--- config.mk ---
export PLATFORM = sky130hd
export DESIGN_NAME = slf_line_framer
export DESIGN_NICKNAME = d
export VERILOG_FILES = /design/src/verilog/slf_pkg.sv /design/src/verilog/slf_line_framer.sv
export SDC_FILE = /design/constraint.sdc
export NUM_CORES = 1
export LEC_CHECK = 0
export BUFFER_PORTS_ARGS = -buffer_cell sky130_fd_sc_hd__buf_2
export CORE_ASPECT_RATIO = 0.8
export CORE_UTILIZATION = 40
export CTS_CLUSTER_SIZE = 28
export DETAILED_ROUTE_END_ITERATION = 10
export PLACE_DENSITY = 0.58
export SLEW_MARGIN = 20
export SYNTH_ARGS = -nofsm -noshare
export SYNTH_HDL_FRONTEND = slang
export SYNTH_SLANG_ARGS = --single-unit
--- constraint.sdc ---
create_clock -name aclk -period 3.3 [get_ports aclk]
set_input_delay 0.66 -clock aclk [delete_from_list [all_inputs] [get_ports aclk]]
set_output_delay 0.66 -clock aclk [all_outputs]
set_load 0.01 [all_outputs]
--- src/verilog/slf_pkg.sv ---
// constants of the line framer
package slf_pkg;
    // ==================================================
    // register map
    localparam logic [3:0]  REG_CTRL      = 4'h0;
    localparam logic [3:0]  REG_STATUS    = 4'h4;
    localparam logic [3:0]  REG_MASK      = 4'h8;
    localparam logic [3:0]  REG_STATE     = 4'hc;
    localparam logic [1:0]  RESP_OKAY     = 2'h0;
    localparam logic [1:0]  RESP_SLVERR   = 2'h2;
    localparam int          CTRL_W        = 16;
    localparam logic [15:0] CTRL_RESET    = 16'h0000;
    localparam int          CB_FORMAT     = 0;
    localparam int          CB_SYNTH_BYP  = 1;
    localparam int          CB_LOOP       = 2;
    localparam int          CB_RECOV_BYP  = 3;
    localparam int          CB_FAC_LB     = 4;
    localparam int          CB_TERM_LB    = 5;
    localparam int          CB_LINE_FERF  = 6;
    localparam int          CB_PATH_FERF  = 7;
    localparam int          CB_PATH_RDI   = 8;
    localparam int          CB_B3_LSB     = 12;
    localparam int          ST_W          = 3;
    localparam int          ST_OPT_LOSS   = 0;
    localparam int          ST_FRAME_ACQ  = 1;
    localparam int          ST_FRAME_LOST = 2;
    localparam logic [2:0]  STATUS_RESET  = 3'h0;
    // ==================================================
    // synchroniser lanes
    localparam int          SYNC_W        = 6;
    localparam int          SI_REF        = 0;
    localparam int          SI_TXEXT      = 1;
    localparam int          SI_RREC       = 2;
    localparam int          SI_REXT       = 3;
    localparam int          SI_RDAT       = 4;
    localparam int          SI_LOSS       = 5;
    // ==================================================
    // frame geometry and overhead values
    localparam logic [3:0]  LAST_ROW      = 4'd8;
    localparam logic [8:0]  LAST_COL      = 9'd269;
    localparam logic [8:0]  POH_COL       = 9'd9;
    localparam logic [8:0]  PAY_COL       = 9'd12;
    localparam logic [8:0]  TOH_COLS      = 9'd9;
    localparam logic [8:0]  HUNT_COL      = 9'd6;
    localparam logic [8:0]  LAST_A2_COL   = 9'd5;
    localparam logic [7:0]  A1_BYTE       = 8'hf6;
    localparam logic [7:0]  A2_BYTE       = 8'h28;
    localparam logic [47:0] FRAME_PATTERN = 48'hf6f6f6282828;
    localparam logic [7:0]  C1_FIRST      = 8'h01;
    localparam logic [7:0]  C1_2_SONET    = 8'h02;
    localparam logic [7:0]  C1_3_SONET    = 8'h03;
    localparam logic [7:0]  C1_REST_SDH   = 8'h00;
    localparam logic [7:0]  H1_1_SONET    = 8'h62;
    localparam logic [7:0]  H1_1_SDH      = 8'h6a;
    localparam logic [7:0]  H1_N_SONET    = 8'h93;
    localparam logic [7:0]  H1_N_SDH      = 8'h9b;
    localparam logic [7:0]  H2_FIRST      = 8'h0a;
    localparam logic [7:0]  H2_REST       = 8'hff;
    localparam logic [7:0]  K2_LINE_FERF  = 8'h06;
    localparam logic [7:0]  C2_LABEL      = 8'h13;
    localparam logic [3:0]  G1_PATH_FERF  = 4'h9;
    localparam logic [7:0]  IDLE_PAYLOAD  = 8'h6a;
    localparam logic [6:0]  SCR_SEED      = 7'h7f;
endpackage : slf_pkg

--- src/verilog/slf_line_framer.sv ---
// line framer: tx overhead, scrambler, serialiser, rx retiming and frame hunt
// How it works
// - scramble frame with x^7+x^6+1
// - A1, A2, C1 bytes go out unscrambled
// - scrambler seeds all ones after third C1
// - scrambler steps every byte, never pauses
// - scrambled bytes shift out serially
// - two selects choose tx clock source
// - data launched on rising true clock
// - terminal loopback routes tx cells to rx
// - bypass uses external rx clock
// - rx data retimed to recovered clock
// - facility loopback drives tx from rx
// - optical loss sets flag, interrupt low
// - framer hunts F6h and 28h bytes
// - align only on full six-byte pattern
// - loop timing clocks tx from rx
// - format select picks SONET or SDH
// - B1 is BIP-8 of previous scrambled frame
`timescale 1ns/10ps
`default_nettype none
module slf_line_framer (
    input  wire logic        aclk,
    input  wire logic        aresetn,
    input  wire logic [3:0]  s_axi_awaddr,
    input  wire logic        s_axi_awvalid,
    output logic             s_axi_awready,
    input  wire logic [31:0] s_axi_wdata,
    input  wire logic [3:0]  s_axi_wstrb,
    input  wire logic        s_axi_wvalid,
    output logic             s_axi_wready,
    output logic [1:0]       s_axi_bresp,
    output logic             s_axi_bvalid,
    input  wire logic        s_axi_bready,
    input  wire logic [3:0]  s_axi_araddr,
    input  wire logic        s_axi_arvalid,
    output logic             s_axi_arready,
    output logic [31:0]      s_axi_rdata,
    output logic [1:0]       s_axi_rresp,
    output logic             s_axi_rvalid,
    input  wire logic        s_axi_rready,
    input  wire logic        tx_reference_clock,
    input  wire logic        tx_fast_clock_true,
    input  wire logic        rx_recovered_clock,
    input  wire logic        rx_ext_clock,
    input  wire logic        rx_serial_true,
    input  wire logic        optical_loss_flag_true,
    input  wire logic        optical_loss_flag_comp,
    input  wire logic [7:0]  tx_cell_data,
    input  wire logic        tx_cell_valid,
    output logic             tx_cell_take,
    output logic             tx_serial_true,
    output logic             tx_serial_comp,
    output logic             tx_fast_clock_out,
    output logic             tx_fast_clock_comp,
    output logic [7:0]       rx_cell_data,
    output logic             rx_cell_valid,
    output logic             frame_locked,
    output logic             interrupt_n
);
    import slf_pkg::*;

    // returns {state after 8 steps, keystream byte msb first}
    function automatic logic [14:0] scr8(input logic [6:0] s);
        logic [6:0] st;
        logic [7:0] k;
        st = s;
        k  = 8'h00;
        for (int i = 7; i >= 0; i--) begin
            k[i] = st[6];
            st   = {st[5:0], st[6] ^ st[5]};
        end
        return {st, k};
    endfunction : scr8

    function automatic logic [6:0] scr_step(input logic [6:0] s);
        logic [14:0] r;
        r = scr8(s);
        return r[14:8];
    endfunction : scr_step

    // ==================================================
    // synchronisers and edge finding
    logic [SYNC_W-1:0] sync1, sync2, sync3;
    logic [SYNC_W-1:0] raw_in;
    assign raw_in = {optical_loss_flag_true, rx_serial_true,
                     rx_ext_clock, rx_recovered_clock, tx_fast_clock_true,
                     tx_reference_clock};
    always_ff @(posedge aclk) begin
        if (!aresetn) begin
            sync1 <= '0;
            sync2 <= '0;
            sync3 <= '0;
        end else begin
            sync1 <= raw_in;
            sync2 <= sync1;
            sync3 <= sync2;
        end
    end

    // comp pin retimed on its own; pins combine only after both are retimed
    logic [1:0] loss_comp;
    logic       loss_level;
    always_ff @(posedge aclk) begin
        if (!aresetn) loss_comp <= 2'b11;
        else loss_comp <= {loss_comp[0], optical_loss_flag_comp};
    end
    assign loss_level = sync2[SI_LOSS] & ~loss_comp[1];

    logic [CTRL_W-1:0] ctrl;
    logic              rx_clk_now, rx_clk_prev, rx_rise;
    logic              tx_src_now, tx_src_prev, tx_rise;
    logic              fac_lb, term_lb;
    assign fac_lb      = ctrl[CB_FAC_LB];
    assign term_lb     = ctrl[CB_TERM_LB];
    assign rx_clk_now  = ctrl[CB_RECOV_BYP] ? sync2[SI_REXT] : sync2[SI_RREC];
    assign rx_clk_prev = ctrl[CB_RECOV_BYP] ? sync3[SI_REXT] : sync3[SI_RREC];
    assign rx_rise     = rx_clk_now & ~rx_clk_prev;
    always_comb begin
        // loop timing: losing rx clock also stops tx
        if (ctrl[CB_SYNTH_BYP]) begin
            tx_src_now  = sync2[SI_TXEXT];
            tx_src_prev = sync3[SI_TXEXT];
        end else if (ctrl[CB_LOOP]) begin
            tx_src_now  = rx_clk_now;
            tx_src_prev = rx_clk_prev;
        end else begin
            tx_src_now  = sync2[SI_REF];
            tx_src_prev = sync3[SI_REF];
        end
    end
    assign tx_rise = tx_src_now & ~tx_src_prev;

    // ==================================================
    // transmit frame builder
    logic [3:0] tx_row;
    logic [8:0] tx_col;
    logic [2:0] tx_bit;
    logic [7:0] tx_shift, raw_byte, out_byte, b1_acc, b1_prev;
    logic [6:0] tx_scr, scr_cur;
    logic [14:0] scr_res;
    logic       byte_load, seed_pos, clear_oh, is_pay, launch_bit, sdh;
    assign sdh       = ctrl[CB_FORMAT];
    assign byte_load = tx_rise && (tx_bit == 3'd0);
    assign seed_pos  = (tx_row == 4'd0) && (tx_col == POH_COL);
    assign clear_oh  = (tx_row == 4'd0) && (tx_col < TOH_COLS);
    assign is_pay    = tx_col >= PAY_COL;
    assign scr_cur   = seed_pos ? SCR_SEED : tx_scr;
    assign scr_res   = scr8(scr_cur);
    assign out_byte  = clear_oh ? raw_byte : raw_byte ^ scr_res[7:0];
    assign launch_bit = (tx_bit == 3'd0) ? out_byte[7] : tx_shift[7];

    always_comb begin
        raw_byte = 8'h00;
        if (is_pay) begin
            raw_byte = tx_cell_valid ? tx_cell_data : IDLE_PAYLOAD;
        end else if (tx_col == POH_COL) begin
            if (tx_row == 4'd2) raw_byte = C2_LABEL;
            if (tx_row == 4'd3) raw_byte = {ctrl[CB_PATH_FERF] ? G1_PATH_FERF
                                            : ctrl[CB_B3_LSB +: 4], ctrl[CB_PATH_RDI], 3'b000};
        end else if (tx_col < TOH_COLS) begin
            case (tx_row)
                4'd0: begin
                    if (tx_col < 9'd3)      raw_byte = A1_BYTE;
                    else if (tx_col < 9'd6) raw_byte = A2_BYTE;
                    else if (tx_col == 9'd6) raw_byte = C1_FIRST;
                    else if (tx_col == 9'd7) raw_byte = sdh ? C1_REST_SDH : C1_2_SONET;
                    else raw_byte = sdh ? C1_REST_SDH : C1_3_SONET;
                end
                4'd1: raw_byte = (tx_col == 9'd0) ? b1_prev : 8'h00;
                4'd3: begin
                    if (tx_col == 9'd0)      raw_byte = sdh ? H1_1_SDH : H1_1_SONET;
                    else if (tx_col < 9'd3)  raw_byte = sdh ? H1_N_SDH : H1_N_SONET;
                    else if (tx_col == 9'd3) raw_byte = H2_FIRST;
                    else if (tx_col < 9'd6)  raw_byte = H2_REST;
                    else raw_byte = 8'h00;
                end
                4'd4: begin
                    if (tx_col == 9'd6 && ctrl[CB_LINE_FERF]) raw_byte = K2_LINE_FERF;
                end
                default: raw_byte = 8'h00;
            endcase
        end
    end

    always_ff @(posedge aclk) begin
        if (!aresetn) begin
            tx_row   <= 4'd0;
            tx_col   <= 9'd0;
            tx_bit   <= 3'd0;
            tx_shift <= 8'h00;
            tx_scr   <= SCR_SEED;
        end else if (tx_rise) begin
            tx_bit <= tx_bit + 3'd1;
            if (byte_load) begin
                tx_shift <= {out_byte[6:0], 1'b0};
                tx_scr   <= scr_res[14:8];
                if (tx_col == LAST_COL) begin
                    tx_col <= 9'd0;
                    tx_row <= (tx_row == LAST_ROW) ? 4'd0 : tx_row + 4'd1;
                end else begin
                    tx_col <= tx_col + 9'd1;
                end
            end else begin
                tx_shift <= {tx_shift[6:0], 1'b0};
            end
        end
    end

    always_ff @(posedge aclk) begin
        if (!aresetn) begin
            b1_acc  <= 8'h00;
            b1_prev <= 8'h00;
        end else if (byte_load) begin
            if (tx_row == LAST_ROW && tx_col == LAST_COL) begin
                b1_prev <= b1_acc ^ out_byte;
                b1_acc  <= 8'h00;
            end else begin
                b1_acc <= b1_acc ^ out_byte;
            end
        end
    end

    // both modes move data and clock out in the same cycle
    always_ff @(posedge aclk) begin
        if (!aresetn) begin
            tx_serial_true     <= 1'b0;
            tx_serial_comp     <= 1'b1;
            tx_fast_clock_out  <= 1'b0;
            tx_fast_clock_comp <= 1'b1;
        end else if (fac_lb) begin
            tx_fast_clock_out  <= rx_clk_now;
            tx_fast_clock_comp <= ~rx_clk_now;
            if (rx_rise) begin
                tx_serial_true <= sync2[SI_RDAT];
                tx_serial_comp <= ~sync2[SI_RDAT];
            end
        end else begin
            tx_fast_clock_out  <= tx_src_now;
            tx_fast_clock_comp <= ~tx_src_now;
            if (tx_rise) begin
                tx_serial_true <= launch_bit;
                tx_serial_comp <= ~launch_bit;
            end
        end
    end

    always_ff @(posedge aclk) begin
        if (!aresetn) tx_cell_take <= 1'b0;
        else tx_cell_take <= byte_load && is_pay && tx_cell_valid;
    end

    // ==================================================
    // receive retiming and frame hunt
    logic [47:0] hunt, next_hunt;
    logic [3:0]  rx_row;
    logic [8:0]  rx_col;
    logic [2:0]  rx_bit;
    logic [7:0]  rx_byte;
    logic [6:0]  rx_scr, rx_cur;
    logic [14:0] rx_res;
    logic        rx_byte_done, ev_acq, ev_lost;
    assign next_hunt    = {hunt[46:0], sync2[SI_RDAT]};
    assign rx_byte_done = rx_rise && frame_locked && (rx_bit == 3'd7);
    assign rx_cur       = (rx_row == 4'd0 && rx_col == POH_COL) ? SCR_SEED : rx_scr;
    assign rx_res       = scr8(rx_cur);
    assign ev_acq       = rx_rise && !frame_locked && (next_hunt == FRAME_PATTERN);
    assign ev_lost      = rx_byte_done && rx_row == 4'd0 && rx_col == LAST_A2_COL
                          && next_hunt != FRAME_PATTERN;

    always_ff @(posedge aclk) begin
        if (!aresetn) begin
            hunt         <= 48'h0;
            frame_locked <= 1'b0;
            rx_row       <= 4'd0;
            rx_col       <= 9'd0;
            rx_bit       <= 3'd0;
            rx_byte      <= 8'h00;
            rx_scr       <= SCR_SEED;
        end else if (rx_rise) begin
            hunt    <= next_hunt;
            rx_byte <= next_hunt[7:0];
            if (ev_acq) begin
                frame_locked <= 1'b1;
                rx_row       <= 4'd0;
                rx_col       <= HUNT_COL;
                rx_bit       <= 3'd0;
            end else if (frame_locked) begin
                rx_bit <= rx_bit + 3'd1;
                if (ev_lost) frame_locked <= 1'b0;
                if (rx_bit == 3'd7) begin
                    rx_scr <= rx_res[14:8];
                    if (rx_col == LAST_COL) begin
                        rx_col <= 9'd0;
                        rx_row <= (rx_row == LAST_ROW) ? 4'd0 : rx_row + 4'd1;
                    end else begin
                        rx_col <= rx_col + 9'd1;
                    end
                end
            end
        end
    end

    // terminal loopback blocks line cells entirely
    always_ff @(posedge aclk) begin
        if (!aresetn) begin
            rx_cell_data  <= 8'h00;
            rx_cell_valid <= 1'b0;
        end else if (term_lb) begin
            rx_cell_data  <= tx_cell_data;
            rx_cell_valid <= byte_load && is_pay && tx_cell_valid;
        end else begin
            rx_cell_data  <= next_hunt[7:0] ^ rx_res[7:0];
            rx_cell_valid <= rx_byte_done && rx_col >= PAY_COL;
        end
    end

    // ==================================================
    // status, mask, interrupt
    logic [ST_W-1:0] status, mask, events, w1c;
    assign events = {ev_lost, ev_acq, loss_level};
    always_ff @(posedge aclk) begin
        if (!aresetn) status <= STATUS_RESET;
        else status <= (status & ~w1c) | events;
    end
    always_ff @(posedge aclk) begin
        if (!aresetn) interrupt_n <= 1'b1;
        else interrupt_n <= ~|(status & mask);
    end

    // ==================================================
    // axi4-lite slave; write address and data may arrive in either order
    logic        aw_have, w_have;
    logic [3:0]  aw_addr;
    logic [31:0] w_data, bmask;
    logic [3:0]  w_strb;
    logic        do_write;
    assign do_write = aw_have && w_have && !s_axi_bvalid;
    assign bmask    = {{8{w_strb[3]}}, {8{w_strb[2]}}, {8{w_strb[1]}}, {8{w_strb[0]}}};
    assign w1c      = (do_write && aw_addr == REG_STATUS) ? w_data[ST_W-1:0] & bmask[ST_W-1:0]
                                                          : '0;
    always_ff @(posedge aclk) begin
        if (!aresetn) begin
            aw_have       <= 1'b0;
            w_have        <= 1'b0;
            aw_addr       <= 4'h0;
            w_data        <= 32'h0;
            w_strb        <= 4'h0;
            s_axi_awready <= 1'b0;
            s_axi_wready  <= 1'b0;
            s_axi_bvalid  <= 1'b0;
            s_axi_bresp   <= RESP_OKAY;
        end else begin
            s_axi_awready <= !aw_have && !(s_axi_awvalid && s_axi_awready);
            s_axi_wready  <= !w_have && !(s_axi_wvalid && s_axi_wready);
            if (s_axi_awvalid && s_axi_awready) begin
                aw_have <= 1'b1;
                aw_addr <= s_axi_awaddr;
            end
            if (s_axi_wvalid && s_axi_wready) begin
                w_have <= 1'b1;
                w_data <= s_axi_wdata;
                w_strb <= s_axi_wstrb;
            end
            if (do_write) begin
                aw_have      <= 1'b0;
                w_have       <= 1'b0;
                s_axi_bvalid <= 1'b1;
                s_axi_bresp  <= (aw_addr == REG_CTRL || aw_addr == REG_STATUS
                                 || aw_addr == REG_MASK) ? RESP_OKAY : RESP_SLVERR;
            end else if (s_axi_bready) begin
                s_axi_bvalid <= 1'b0;
            end
        end
    end

    always_ff @(posedge aclk) begin
        if (!aresetn) begin
            ctrl <= CTRL_RESET;
            mask <= '0;
        end else if (do_write) begin
            if (aw_addr == REG_CTRL) ctrl <= (ctrl & ~bmask[CTRL_W-1:0]) | (w_data[CTRL_W-1:0]
                                                                   & bmask[CTRL_W-1:0]);
            if (aw_addr == REG_MASK) mask <= (mask & ~bmask[ST_W-1:0]) | (w_data[ST_W-1:0]
                                                                   & bmask[ST_W-1:0]);
        end
    end

    always_ff @(posedge aclk) begin
        if (!aresetn) begin
            s_axi_arready <= 1'b0;
            s_axi_rvalid  <= 1'b0;
            s_axi_rdata   <= 32'h0;
            s_axi_rresp   <= RESP_OKAY;
        end else begin
            s_axi_arready <= !s_axi_rvalid && !(s_axi_arvalid && s_axi_arready);
            if (s_axi_arvalid && s_axi_arready) begin
                s_axi_rvalid <= 1'b1;
                s_axi_rresp  <= RESP_OKAY;
                case (s_axi_araddr)
                    REG_CTRL:   s_axi_rdata <= {16'h0, ctrl};
                    REG_STATUS: s_axi_rdata <= {29'h0, status};
                    REG_MASK:   s_axi_rdata <= {29'h0, mask};
                    REG_STATE:  s_axi_rdata <= {30'h0, loss_level, frame_locked};
                    default: begin
                        s_axi_rdata <= 32'h0;
                        s_axi_rresp <= RESP_SLVERR;
                    end
                endcase
            end else if (s_axi_rready) begin
                s_axi_rvalid <= 1'b0;
            end
        end
    end
endmodule : slf_line_framer
`default_nettype wire

==> results.yml <==
setup_path:
  cp_max_fo: 13
  timing.rr.end: "tx_shift[5]"
  criticalPathCategory: "flop to flop"
  endpoint_kind: "flop"
  r2r_start: "tx_col[0]"
  crit_end: "tx_shift[5]"
  required_ns: 3.75
  arrival_ns: 3.48
  r2r_cells: 10
  crit_start: "tx_col[0]"
  rrSetupSlack_ns: 0.27
  start_kind: "flop"
synthesis:
  yosys_register_bits: 219
  synth_edf_count: 0
  ys_warn_count: 0
  syn-instance-count: 1147
  yosysSeqAreaShare_pct: 44.8
  yosysTopAreaCell: "dfxtp_1"
  yosys-top-cells-count: "dfxtp_1, nand2_1, a21oi_1"
  synth_top_area_share_pct: 44.8
  synthArstFlopShare_pct: 0
  synth.area.top_cells: "dfxtp_1, nand2_1, a21oi_1"
  yosysUniqueCellTypes: 79
  syn_area_um2: 9780
  synthFlopType: "dfxtp_1"
  avgSynthCellArea_um2: 8.52
  post-synth-top-count-cell: "dfxtp_1"
die:
  die_h_um: 142
  num_io_pins: 124
  start_util_pct: 41.2
  core_area_um2: 23700
  dieArea_um2: 25100
  rows: 50
  die_x_um: 177
cts:
  cts_max_path_buffers: 3
  cts_root_buffer: "clkbuf_16"
  postCtsHoldBufs: 0
  cts_made_buffers: 24
  post_cts_buffers: 0
  cts_tree: "done"
  cts_num_sinks: 219
  clk_pin_slew_ns: 0.06
  post_cts_resize_count: 0
  cts.htree.levels: 1
  clock_latency_ns: 0.52
sta:
  slew-limit-headroom_pct: 42.5
  holdWs_ns: 0.350
  hold_viol: 0
  fin_crit_sh_pct: 91.9
  rsz0062_at_grt: "false"
  setup_violations: 0
  fin_tns_setup_ns: 0
  tightestPinTransition_ns: 0.861
  fin_worst_skew_ns: 0.0155
  setup_ws_ns: 0.268
  layout_min_cycle_time_ns: 3.03
  fmax_mhz: 330
  slew_viol_final: 0
route:
  via_count: 8156
  firstDrtPassIters: 5
  vias_per_cell: 5.27
  wl_per_cell_um: 16.5
  finalWirelength_um: 25600
  drc: 0
  ant_nets: 0
  dr.first_iter.drc_count: 567
power_and_ir_drop:
  fin_total_pwr_mw: 6.12
  p_leak_nw: 4.34
  ir_worst_vdd_mv: 0.342
  power_density_nw_per_um2: 536
status:
  status: "finished clean"
final_layout:
  area_growth_pct: 16.9
  final_layout_size_suffix_gt1_share_pct: 14.5
  multi_input_area_um2: 5030
  antenna_cells: 0
  fillers: 2314
  final_nets: 1302
  design_area_um2: 11400
  regArea_um2: 4380
hold_path:
  holdPathStages: 2
  hold_class: "primary input to flop"
place:
  gp_congestion: 0.967
  placedInstanceArea_um2: 10500
  port_buffers: 87
  dpl.hpwl_um: 18300
  dp_slack_ns: 0.351
global_route:
  antenna_found_initial: 1
  grt_overflow: 0
  grt_max_degree: 43
  grt.total_usage_pct: 20.2
  grt_pass1_vias: 7274
  grt_pass1_wl_um: 40100
job:
  drv_cap: 0
-- area by class of cell --
cell class                      instances  share of cell area [%]
Timing Repair Buffer                  112                    5.45
Multi-Input combinational cell        843                    44.0
Clock buffer                           31                    6.11
Inverter                               19                   0.646
Clock inverter                         13                    1.98
Tap cell                              312                    3.42
Sequential cell                       219                    38.4
-- worst max-delay path: stages, from the launching register on --
cell      delay (ns)
dfxtp_1         0.62
inv_1           0.10
ha_1            0.26
and3b_1         0.26
and2_1          0.20
a32o_1          0.22
o21ai_0         0.36
a21oi_1         0.16
o311ai_0        0.47
buf_4           0.20
a32o_1          0.11
-- where the power goes --
group / leakage [nW] / total, mW / switching (mW) / internal [mW]
logic: 2.11 / 0.303 / 0.190 / 0.113
registers: 1.78 / 2.76 / 0.0514 / 2.71
clock network: 0.446 / 3.06 / 1.10 / 1.96
-- cells by family (layout without fill, tap and decap cells) --
logic type | Yosys count | count (layout) | synth area share [%]
buffers and inverters | 102 | 175 | 4.65
AO/OA/AOI/OAI | 249 | 249 | 16.5
adder cells (fa/ha/maj) | 16 | 16 | 2.05
multiplexers | 36 | 36 | 4.02
other | 1 | 18 | 0.0384
AND/OR/NAND/NOR | 472 | 472 | 23.1
flip-flops | 219 | 219 | 44.8
XOR/XNOR | 52 | 52 | 4.88
-- through the flow --
stage / instances / utilization, %
floorplan: 1164 / -
CTS: 1549 / 48.2
global route: 1549 / 48.2
global placement: 1505 / 44.3
finish: 1549 / 48.2
detailed placement: 1505 / 44.3
-- sequential cells by signal (all words and copies together) (netlist names), 6 cells and up, named ones only --
register      flops
hunt             47
b1_prev           8
rx_col            9
tx_shift          7
tx_col            9
w_data           16
rx_scr            7
b1_acc            8
s_axi_rdata      16
tx_scr            7
rx_cell_data      8
sync1             6
sync2             6
-- placed cells by master (no fill, tap or decap), drive strengths merged, types with 5 or more instances in the layout --
| cell type | count |
|---|---|
| o21ai | 40 |
| nor4 | 8 |
| o311ai | 14 |
| nand3 | 32 |
| nand3b | 7 |
| and3 | 8 |
| inv | 19 |
| nand4b | 9 |
| bufinv | 6 |
| o211ai | 6 |
| clkbuf | 31 |
| a22oi | 5 |
| o2111ai | 8 |
| conb | 18 |
| a22o | 13 |
| nor2 | 105 |
| xor2 | 18 |
| nor2b | 9 |
| a32o | 5 |
| nor3 | 14 |
| nand2 | 197 |
| mux2i | 31 |
| a211oi | 7 |
| and2 | 28 |
| nand4 | 10 |
| xnor2 | 33 |
| nor3b | 7 |
| dfxtp | 219 |
| nand2b | 11 |
| buf | 112 |
| ha | 16 |
| a21oi | 110 |
-- metal layers --
layer / GRT usage [%] / vias up / part of all wire (%)
met1: 30.8 / 3773 / 51
met3: 3.86 / 33 / 6.3
li1: - / 4118 / -
met5: 0 / - / 0
met2: 28.8 / 232 / 41
met4: 4.54 / 0 / 1.8
-- worst min path at each step --
stage | start | end | slack [ns]
final | optical_loss_flag_comp | loss_comp[0] | 0.35
after global routing | optical_loss_flag_comp | loss_comp[0] | 0.33
after CTS | optical_loss_flag_comp | loss_comp[0] | 0.33
after detailed placement | loss_comp[0] | loss_comp[1] | 0.40
after global placement | loss_comp[0] | loss_comp[1] | 0.41
after floorplan | loss_comp[0] | loss_comp[1] | 0.39
Power figures use the tool's default switching activity.
